--- config.mk ---
export PLATFORM = sky130hd
export DESIGN_NAME = pw_timer
export DESIGN_NICKNAME = d
export VERILOG_FILES = /design/src/rtl/pw_pkg.sv /design/src/rtl/pw_timer.sv
export VERILOG_INCLUDE_DIRS = /design/src /design/src/rtl
export SDC_FILE = /design/constraint.sdc
export NUM_CORES = 2
export LEC_CHECK = 0
export BUFFER_PORTS_ARGS = -buffer_cell sky130_fd_sc_hd__buf_2
export CAP_MARGIN = 20
export CORE_AREA = 2 2 218 381
export DETAILED_ROUTE_END_ITERATION = 8
export DIE_AREA = 0 0 220 383
export GPL_ROUTABILITY_DRIVEN = 0
export PLACE_DENSITY = 0.69
export SYNTH_ARGS = -nofsm -noshare
export SYNTH_HDL_FRONTEND = slang
export SYNTH_SLANG_ARGS = --single-unit
--- constraint.sdc ---
create_clock -name mclk -period 6.7 [get_ports mclk]
set_input_delay 1.34 -clock mclk [delete_from_list [all_inputs] [get_ports mclk]]
set_output_delay 1.34 -clock mclk [all_outputs]
set_load 0.005 [all_outputs]
--- src/rtl/pw_map.svh ---
// register offsets, reset values and field positions of the pwm timer
`ifndef PW_MAP_SVH
`define PW_MAP_SVH

`define PW_OFS_ENABLE   8'h00
`define PW_OFS_POLARITY 8'h04
`define PW_OFS_CENTER   8'h08
`define PW_OFS_CONCAT   8'h0C
`define PW_OFS_PCM      8'h10
`define PW_OFS_LEVEL    8'h14
`define PW_OFS_PERIOD   8'h20
`define PW_OFS_DUTY     8'h40
`define PW_OFS_COUNT    8'h60
`define PW_ARRAY_MASK   8'hE0
`define PW_INDEX_LSB    2
`define PW_INDEX_MSB    4

`define PW_RST_ENABLE   8'h00
`define PW_RST_POLARITY 8'hFF
`define PW_RST_CENTER   8'h00
`define PW_RST_CONCAT   4'h0
`define PW_RST_PCM      8'h00
`define PW_RST_PERIOD   8'h00
`define PW_RST_DUTY     8'h00

`endif

--- src/rtl/pw_pkg.sv ---
// types shared by the pwm timer
package pw_pkg;

    typedef struct packed {
        logic [7:0] enable;
        logic [7:0] polarity;
        logic [7:0] center;
        logic [3:0] concat;
        logic [7:0] pcm;
    } pw_cfg_type;

    typedef struct packed {
        logic [15:0] cnt;
        logic        dn;
        logic        act;
    } pw_step_type;

endpackage : pw_pkg

--- src/rtl/pw_timer.sv ---
// eight channel pwm timer with apb register slave
//
// Contract
// - eight channels, each with 8-bit period and duty settings.
// - each channel has its own counter, period and duty, independent.
// - each channel runs a continuous waveform independently once configured.
// - duty covers constantly inactive 0% through constantly active 100%.
// - selectable pcm output mode as alternative to pulse-width output.
// - software selects each output's active level, allowing inversion.
// - each output left aligned or center aligned about period middle.
// - pairs 7/6, 5/4, 3/2, 1/0 each joinable into one 16-bit channel.
`timescale 1ns/1ps
`include "pw_map.svh"

module pw_timer
    import pw_pkg::*;
#(
    parameter int CHANNELS = 8
) (
    input  wire logic        mclk,
    input  wire logic        sys_rst,
    input  wire logic        ce,
    input  wire logic        psel,
    input  wire logic        penable,
    input  wire logic        pwrite,
    input  wire logic [7:0]  paddr,
    input  wire logic [31:0] pwdata,
    output logic      [31:0] prdata,
    output logic             pready,
    output logic             pslverr,
    output logic      [7:0]  pwm_out
);

    ////////////////////////////////////////////////////////////////////////
    // state

    pw_cfg_type  cfg;
    pw_cfg_type  next_cfg;
    logic [7:0]  period      [CHANNELS];
    logic [7:0]  next_period [CHANNELS];
    logic [7:0]  duty        [CHANNELS];
    logic [7:0]  next_duty   [CHANNELS];
    logic [7:0]  cnt         [CHANNELS];
    logic [7:0]  next_cnt    [CHANNELS];
    logic [7:0]  dn;
    logic [7:0]  next_dn;
    logic [7:0]  act;
    logic [7:0]  next_pwm_out;
    logic [31:0] next_prdata;
    logic        next_pready;
    logic        next_pslverr;

    ////////////////////////////////////////////////////////////////////////
    // functions

    // one counter step, shared by 8-bit and joined 16-bit channels
    function automatic pw_step_type pw_step(
        input logic [15:0] c,
        input logic [15:0] p,
        input logic [15:0] d,
        input logic        ctr,
        input logic        pcm,
        input logic        down
    );
        pw_step_type s;
        logic [16:0] sum;
        s     = '0;
        s.cnt = c;
        s.dn  = down;
        sum   = {1'b0, c} + {1'b0, d};
        if (p == 16'h0000) begin
            s.cnt = 16'h0000;
            s.dn  = 1'b0;
        end else if (pcm) begin
            // accumulator: carry rate is duty over period
            if (d >= p) begin
                s.act = 1'b1;
            end else if (sum >= {1'b0, p}) begin
                s.act = 1'b1;
                s.cnt = 16'(sum - {1'b0, p});
            end else begin
                s.cnt = sum[15:0];
            end
        end else if (ctr) begin
            s.act = (d >= p) || ((d != 16'h0000) && (c > (p - d)));
            if (!down) begin
                if (c >= p) begin
                    s.cnt = p - 16'h0001;
                    s.dn  = 1'b1;
                end else begin
                    s.cnt = c + 16'h0001;
                end
            end else begin
                if (c == 16'h0000) begin
                    s.cnt = 16'h0001;
                    s.dn  = 1'b0;
                end else begin
                    s.cnt = c - 16'h0001;
                end
            end
        end else begin
            s.act = (d >= p) || (c < d);
            s.cnt = (c >= p - 16'h0001) ? 16'h0000 : c + 16'h0001;
            s.dn  = 1'b0;
        end
        return s;
    endfunction : pw_step

    function automatic logic pw_mapped(input logic [7:0] a);
        logic ok;
        ok = 1'b0;
        if (a[1:0] == 2'h0) begin
            ok = (a <= `PW_OFS_LEVEL)
                || ((a & `PW_ARRAY_MASK) == `PW_OFS_PERIOD)
                || ((a & `PW_ARRAY_MASK) == `PW_OFS_DUTY)
                || ((a & `PW_ARRAY_MASK) == `PW_OFS_COUNT);
        end
        return ok;
    endfunction : pw_mapped

    ////////////////////////////////////////////////////////////////////////
    // register slave

    logic [2:0] idx;
    logic       wr_go;
    assign idx   = paddr[`PW_INDEX_MSB:`PW_INDEX_LSB];
    assign wr_go = psel && penable && pready && pwrite && !pslverr;

    always_comb begin
        next_cfg     = cfg;
        next_period  = period;
        next_duty    = duty;
        next_prdata  = prdata;
        next_pready  = 1'b0;
        next_pslverr = 1'b0;
        // no wait state: answer is ready in the first access cycle
        if (psel && !penable) begin
            next_pready  = 1'b1;
            next_pslverr = !pw_mapped(paddr);
            next_prdata  = 32'h0000_0000;
            if ((paddr & `PW_ARRAY_MASK) == `PW_OFS_PERIOD) begin
                next_prdata[7:0] = period[idx];
            end else if ((paddr & `PW_ARRAY_MASK) == `PW_OFS_DUTY) begin
                next_prdata[7:0] = duty[idx];
            end else if ((paddr & `PW_ARRAY_MASK) == `PW_OFS_COUNT) begin
                next_prdata[7:0] = cnt[idx];
            end else begin
                unique case (paddr)
                    `PW_OFS_ENABLE:   next_prdata[7:0] = cfg.enable;
                    `PW_OFS_POLARITY: next_prdata[7:0] = cfg.polarity;
                    `PW_OFS_CENTER:   next_prdata[7:0] = cfg.center;
                    `PW_OFS_CONCAT:   next_prdata[3:0] = cfg.concat;
                    `PW_OFS_PCM:      next_prdata[7:0] = cfg.pcm;
                    `PW_OFS_LEVEL:    next_prdata[7:0] = pwm_out;
                    default:          next_prdata      = 32'h0000_0000;
                endcase
            end
            // a refused address must not leak an array word
            if (next_pslverr) begin
                next_prdata = 32'h0000_0000;
            end
        end
        if (wr_go) begin
            if ((paddr & `PW_ARRAY_MASK) == `PW_OFS_PERIOD) begin
                next_period[idx] = pwdata[7:0];
            end else if ((paddr & `PW_ARRAY_MASK) == `PW_OFS_DUTY) begin
                next_duty[idx] = pwdata[7:0];
            end else begin
                unique case (paddr)
                    `PW_OFS_ENABLE:   next_cfg.enable   = pwdata[7:0];
                    `PW_OFS_POLARITY: next_cfg.polarity = pwdata[7:0];
                    `PW_OFS_CENTER:   next_cfg.center   = pwdata[7:0];
                    `PW_OFS_CONCAT:   next_cfg.concat   = pwdata[3:0];
                    `PW_OFS_PCM:      next_cfg.pcm      = pwdata[7:0];
                    default:          next_cfg          = cfg;
                endcase
            end
        end
    end

    always_ff @(posedge mclk) begin
        if (sys_rst) begin
            cfg.enable   <= `PW_RST_ENABLE;
            cfg.polarity <= `PW_RST_POLARITY;
            cfg.center   <= `PW_RST_CENTER;
            cfg.concat   <= `PW_RST_CONCAT;
            cfg.pcm      <= `PW_RST_PCM;
            for (int i = 0; i < CHANNELS; i++) begin
                period[i] <= `PW_RST_PERIOD;
                duty[i]   <= `PW_RST_DUTY;
            end
            prdata  <= 32'h0000_0000;
            pready  <= 1'b0;
            pslverr <= 1'b0;
        end else if (ce) begin
            cfg     <= next_cfg;
            period  <= next_period;
            duty    <= next_duty;
            prdata  <= next_prdata;
            pready  <= next_pready;
            pslverr <= next_pslverr;
        end
    end

    ////////////////////////////////////////////////////////////////////////
    // channels

    always_comb begin
        pw_step_type s;
        int lo;
        int hi;
        s  = '0;
        lo = 0;
        hi = 0;
        next_cnt = cnt;
        next_dn  = dn;
        act      = 8'h00;
        next_pwm_out = 8'h00;
        for (int j = 0; j < CHANNELS; j++) begin
            s = pw_step({8'h00, cnt[j]}, {8'h00, period[j]},
                        {8'h00, duty[j]}, cfg.center[j], cfg.pcm[j],
                        dn[j]);
            next_cnt[j] = s.cnt[7:0];
            next_dn[j]  = s.dn;
            act[j]      = s.act;
        end
        for (int k = 0; k < CHANNELS / 2; k++) begin
            lo = 2 * k;
            hi = 2 * k + 1;
            if (cfg.concat[k]) begin
                // joined pair runs on the odd channel's controls
                s = pw_step({cnt[hi], cnt[lo]}, {period[hi], period[lo]},
                            {duty[hi], duty[lo]}, cfg.center[hi],
                            cfg.pcm[hi], dn[hi]);
                next_cnt[hi] = s.cnt[15:8];
                next_cnt[lo] = s.cnt[7:0];
                next_dn[hi]  = s.dn;
                next_dn[lo]  = 1'b0;
                act[hi]      = s.act;
                act[lo]      = 1'b0;
                if (!cfg.enable[hi]) begin
                    next_cnt[lo] = 8'h00;
                end
            end
        end
        for (int j = 0; j < CHANNELS; j++) begin
            // a joined low half keeps counting under the odd channel
            if (!cfg.enable[j] && !((j % 2 == 0) && cfg.concat[j / 2])) begin
                next_cnt[j] = 8'h00;
                next_dn[j]  = 1'b0;
                act[j]      = 1'b0;
            end
            next_pwm_out[j] = act[j] ~^ cfg.polarity[j];
        end
    end

    always_ff @(posedge mclk) begin
        if (sys_rst) begin
            for (int i = 0; i < CHANNELS; i++) begin
                cnt[i] <= 8'h00;
            end
            dn      <= 8'h00;
            pwm_out <= 8'h00;
        end else if (ce) begin
            cnt     <= next_cnt;
            dn      <= next_dn;
            pwm_out <= next_pwm_out;
        end
    end

    ////////////////////////////////////////////////////////////////////////
    // checks

    logic plain0;
    logic plain1;
    assign plain0 = ce && cfg.enable[0] && !cfg.concat[0] && !cfg.pcm[0];
    assign plain1 = ce && cfg.enable[1] && !cfg.concat[0] && !cfg.pcm[1];
endmodule : pw_timer

* After elaboration in Yosys (flattened, before gate mapping) *
Cells that the tools add are included.

operators by class
  $add $sub $neg = 72
  multiply operators = 0
  div/mod/pow operators = 0
  order comparisons = 75
  eq/ne operators = 36
  shift operators = 0
  muxes and demuxes = 255
  bitwise logic cells = 11
  reduce and logical (&&, ||, !) cells = 122

operators by type and width
  cell                   number
  $mux 8                 71
  $mux 16                28
  $ge 16x16->1           12
  $mux 9                 16
  $logic_not 8->1        17
  $mux 17                8
  $bwmux 64              2
  $ge 8x16->1            8
  $ge 8x8->1             16
  $gt 8x16->1            8
  $logic_not 16->1       8
  $sub 16x1->16 const B  8
  $sub 16x16->16         8
  $mux 1                 104
  $mux 10                8
  $add 8x8->9            8
  $bmux 8 s3             3
  $ge 9x8->1             8
  $mux 18                4
  $sub 8x1->9 const B    8
  $sub 8x8->9            8
  $add 16x16->17         4
  $ge 17x16->1           4
  $add 16x1->16 const B  4
  36 further kinds       198

word-level totals
  register bits after elaboration = 278
  latch bits = 0
  RAM bits = 0
  memory bits (read-only) = 0
  input port bits = 46
  output and inout port bits = 42
  word-level logic and storage cells = 612
  memories kept = 0

* Longest topological paths before layout *
  depth in word-level cells = 10
  depth in mapped cells = 22
  mapped depth without buffers = 21

* Worst setup path before layout *
Ideal clock, no wire load.

  kind = reg-to-reg
  start point = reg cnt[9] in the netlist's numbering
  end point = reg cnt[14] in the netlist's numbering
  library setup time = 0.122 ns
  arrival = 4.565 ns
  required time = 6.578 ns
  setup slack = 2.013 ns
  stages on the path, launching flop included = 19
  buffers on the path = 2
  clock period less this slack = 4.687 ns
  path through = dfxtp_1 > clkbuf_1 > inv_1 > fa_1 > o21ba_2 > or4_1 > nand4b_1 > nand2_1 > xor2_1 > ha_1 > and3_1 > o31ai_1 > a21oi_1 > nor2b_1 > nor4_2 > buf_2 > mux2i_1 > a21oi_1 > a221o_1

on the way
  cells in the longest elaborated chain, start to end = 9
  elaborated cells on any way between the ends = 37
  those cells by class = add/sub (8); order compare (6); mux (21); reduce/logical (2)

RTL lines
  what                                       RTL line                        text
  start, declared                            pw_timer.sv:43                  logic [7:0] cnt [CHANNELS];
  start signal, assigned                     pw_timer.sv:265                 cnt <= next_cnt;
  $add 16x16->17 (tied with other cells)     pw_timer.sv:70                  sum = {1'b0, c} + {1'b0, d};
  $sub 16x16->16 (tied with other cells)     pw_timer.sv:80                  s.cnt = 16'(sum - {1'b0, p});
  $mux 16 / $mux 17 (equally long branches)  pw_timer.sv:78, pw_timer.sv:86
  $mux 16 / $mux 18 (equally long branches)  pw_timer.sv:76, pw_timer.sv:84
  $mux 16                                    pw_timer.sv:74                  end else if (pcm) begin
  $mux 17                                    pw_timer.sv:71                  if (p == 16'h0000) begin
  $mux 8                                     pw_timer.sv:241                 if (!cfg.enable[hi]) begin
  $mux 16 *                                  pw_timer.sv:230                 if (cfg.concat[k]) begin
  $mux 8 *                                   pw_timer.sv:248                 if (!cfg.enable[j] && !((j % 2 == 0) && cfg.concat[j / 2])) begin

Mark *: on every way between the ends. The rest lies on a longest branch, timed or not. The select of a mux whose other input is x is not followed.
A chain may end at the register's enable or synchronous reset.

* Worst setup path after layout *
  start point = reg cnt[14] in the netlist's numbering
  end point = reg cnt[7] in the netlist's numbering

on the way
  cells in the longest elaborated chain, start to end = 8
  elaborated cells on any way between the ends = 19
  those cells by class = add/sub (4); order compare (3); mux (11); reduce/logical (1)

RTL lines
  what                                       RTL line
  $add 16x16->17 (tied with other cells)     pw_timer.sv:70
  $sub 16x16->16 (tied with other cells)     pw_timer.sv:80
  $mux 16 / $mux 17 (equally long branches)  pw_timer.sv:78, pw_timer.sv:86
  $mux 16 / $mux 18 (equally long branches)  pw_timer.sv:76, pw_timer.sv:84
  $mux 16 *                                  pw_timer.sv:74
  $mux 17 *                                  pw_timer.sv:71
  $mux 16 *                                  pw_timer.sv:230
  $mux 8 *                                   pw_timer.sv:248

Marks and branches as above.

==> metrics <==
number of global-route vias before repair=about 45000; Worst slew margin=between 20% and 30%; Yosys Warn Count=0; reg2reg end=cnt[7]; first drt pass iteration count=6; initial antenna violation count=13; register area=5085 um^2; CTS root buf=clkbuf_16; critical path startpoint category=flop; number of DRC markers in iteration 0=4796; mux cell area share after synthesis=8.893%; Design Power=~3.6 mW; Floorplan Core Area=around 81000 um^2; Worst R2R Start=cnt[14]; drt wl/cell=approximately 27 um; max-cap violations=0; Vias=between 40000 and 50000; CTS Buf Count=29; pre-CTS setup slack=approximately 1.1 ns; Yosys reg bits=around 250; GRT overflow=0; CTS sink cnt=between 200 and 300; CP max stage delay=between 0.8 and 0.9 ns; # IOs=a little under 90; register area share after synthesis=about an eighth; clock network power share=between 40 and 50%; first-pass GRT wire length=roughly 270000 um; largest family of logic cells by synthesized area=compound AO/OA/AOI/OAI gates; Power per Cell Area=approximately 81 nW/um^2; # resized after CTS=0; Hold WC Path Type=reg2reg; I/O Buffers=39; largest area contributor in the netlist=ha_1; Worst setup EP type=flop; crit-path max FO=12; unrepaired setup endpoints after global routing=false; WP data arrival=6.37 ns; Net Sw Power=~1.0 mW; placed cell count=around 6600; Worst R2R Path Depth=15; footprint of the multi-input gates=~35000 um^2; Post-Synthesis Cell Area=~43000 um^2; largest net degree at the start of global routing=76; Sw Share=about 29%; Async SR Flop Fraction=0%; Crit Path Class=reg2reg; WHS Path Cells=2; Placement Rows=139; Final Non-Filler Cells=6610; critical hold path startpoint=prdata[2]; Slew Viols, Final=0; Cells after Synth=approximately 5600; Die Ht=about 380 um; Via density=about 7; CP required=between 7 and 8 ns; synthesized-area fraction occupied by adder cells=18.34%; XOR/XNOR Fraction of Synth Area=under 10%; critical path's slowest cell=dfxtp_1; Tcrit/Tclk final=87.40%; top-count cell post-synth=ha_1; Min-Delay Endpoint=prdata[2]; layout cells sized above 1=roughly 6.5%; Final Setup Violations=0; Synth Area in Compound Gates=25.75%; CTS max path bufs=3; min cycle time layout=around 6 ns; die width=roughly 220 um; Post-DRT Antenna Nets=0; FMAX=between 150 and 200 MHz; most frequent cells after synthesis=ha_1, nor2_1, nand2_1, a21oi_1, inv_1; CTS tree=yes; Syn-to-layout area delta=4.847%; Setup WS post-layout=between 0.8 and 0.9 ns; sequential power share=41.8%; DPL Wire Length=134700 um; Setup Buffers After CTS=0; share of the synthesized area in the top cell type=approximately 17%; Gate power share=9.7%; Final Skew=approximately 0.018 ns; most common flop cell mapped by yosys=dfxtp_1; EDFF count, synth=0; initial core utilization=between 50% and 60%; critical path cell sequence=ha_1 -> nor2b_1 -> a21oi_1 -> a31oi_1 -> o311ai_0 -> nand2_1 -> xnor2_1 -> ha_1 -> nand4_1 -> or3_1 -> a211oi_1 -> nor4_4 -> nor2_1 -> a2bb2oi_1 -> a311o_1; top cells by area, synth=ha_1, dfxtp_1, xnor2_1; gr usage total=between 40% and 50%; Final Hold Viols=0; cts hold-fix bufs=0; r2r setup slk=roughly 0.84 ns; H-tree Lvls=1; Internal=2.581 mW; simple-gate share of the synthesized area=between 20% and 30%; worst skew pair latency=around 0.64 ns; Worst-path clk slew=0.07 ns; status=finished clean; post-synthesis cell type count=roughly 110; cell mode on critical path=ha_1; Layout fillers=roughly 7900; nets=between 6000 and 7000; WL final=~180000 um; VDD IR max=about 0.18 mV; Worst-Margin Slew=roughly 1.1 ns; Leak=19.52 nW; die area=roughly 84000 um^2; Fin Setup TNS=0 ns; Post-Syn Area per Cell=7.595 um^2; # DRC=0
[metal layers]
metal | up-vias | global-route usage, % | share of wire, %
met5 | - | 0 | 0.063
met4 | 16 | 40.16 | 12
met3 | 1153 | 8.197 | 9.4
met2 | 2920 | 66.87 | 45
met1 | 21389 | 43.64 | 33
li1 | 20560 | - | -
[power groups by stage]
stage	Sequential (mW)	Combinational, mW	Clock, mW
3_5_place_dp	1.55	0.338	0
4_1_cts	1.52	0.340	1.75
3_3_place_gp	1.55	0.335	0
5_1_grt	1.52	0.374	1.80
2_1_floorplan	1.55	0.253	0
6_report	1.52	0.353	1.76
[cells by family (layout without fill, tap and decap cells)]
kind of cell / count (synthesis) / after routing
compound gates: 1602 / 1602
fa+ha+maj: 612 / 612
simple gates: 1799 / 1799
flops: 254 / 254
other cells: 1 / 27
buf+inv: 620 / 519
mux: 314 / 314
xor+xnor: 426 / 426
[through the flow]
stage / util, % / cell area [um^2] / hold slack (ns)
after floorplan: - / 42830 / 0.4455
after global placement: 53.81 / 43790 / 0.4474
after detailed placement: 53.81 / 43790 / 0.4465
after CTS: 55.01 / 44780 / 0.4593
after global routing: 55.05 / 44810 / 0.4795
final: 55.06 / 44820 / 0.4590
[sequential cells by signal, summed over array words and instances (netlist names)]
signal	cells
cnt	64
duty	64
period	64
cfg	36
dn	8
prdata	8
pwm_out	8
pready	1
pslverr	1
[layout by cell type, fill, tap and decap left out, drive strengths merged, types with 35 or more instances in the layout]
cell type and count:
a211oi 84, a21o 129, a21oi 386, a22oi 39
a31oi 71, and3 48, buf 148, dfxtp 254
ha 588, inv 321, mux2i 238, mux4 50
nand2 446, nand2b 56, nand3 183, nand4 78
nor2 520, nor2b 98, nor3 138, nor4 49
o211ai 62, o21a 62, o21ai 259, o21bai 41
o31ai 45, or3 35, xnor2 279, xor2 147
[worst max-delay path, delay by kind of cell, from the launching register on]
family | cells | cell delay, ns
adder cells (fa/ha/maj) | 2 | 0.73
XOR/XNOR | 1 | 0.61
AND/OR/NAND/NOR | 6 | 1.62
AO/OA/AOI/OAI | 6 | 1.95
flip-flops | 1 | 0.83
[worst max path at each step]
stage               startpoint          to  slack, ns  cells past startpoint
detailed placement    duty[56]     cnt[49]       1.09                     21
global placement      duty[56]     cnt[58]       1.20                     21
CTS                   duty[25]  pwm_out[5]       1.07                     20
global route          duty[25]  pwm_out[5]       0.65                     20
finish                 cnt[14]      cnt[7]       0.84                     15
floorplan               cnt[9]     cnt[14]       2.01                     18
[cell type report]
| class | instances | area share, % |
|---|---|---|
| Inverter | 318 | 2.663 |
| Clock inverter | 22 | 0.5695 |
| Antenna cell | 3 | 0.01675 |
| Tap cell | 1057 | 2.951 |
| Multi-Input combinational cell | 4777 | 78.51 |
| Sequential cell | 254 | 11.35 |
| Timing Repair Buffer | 150 | 2.323 |
| Clock buffer | 29 | 1.619 |
Note: power is estimated with default switching activity, not from simulation.
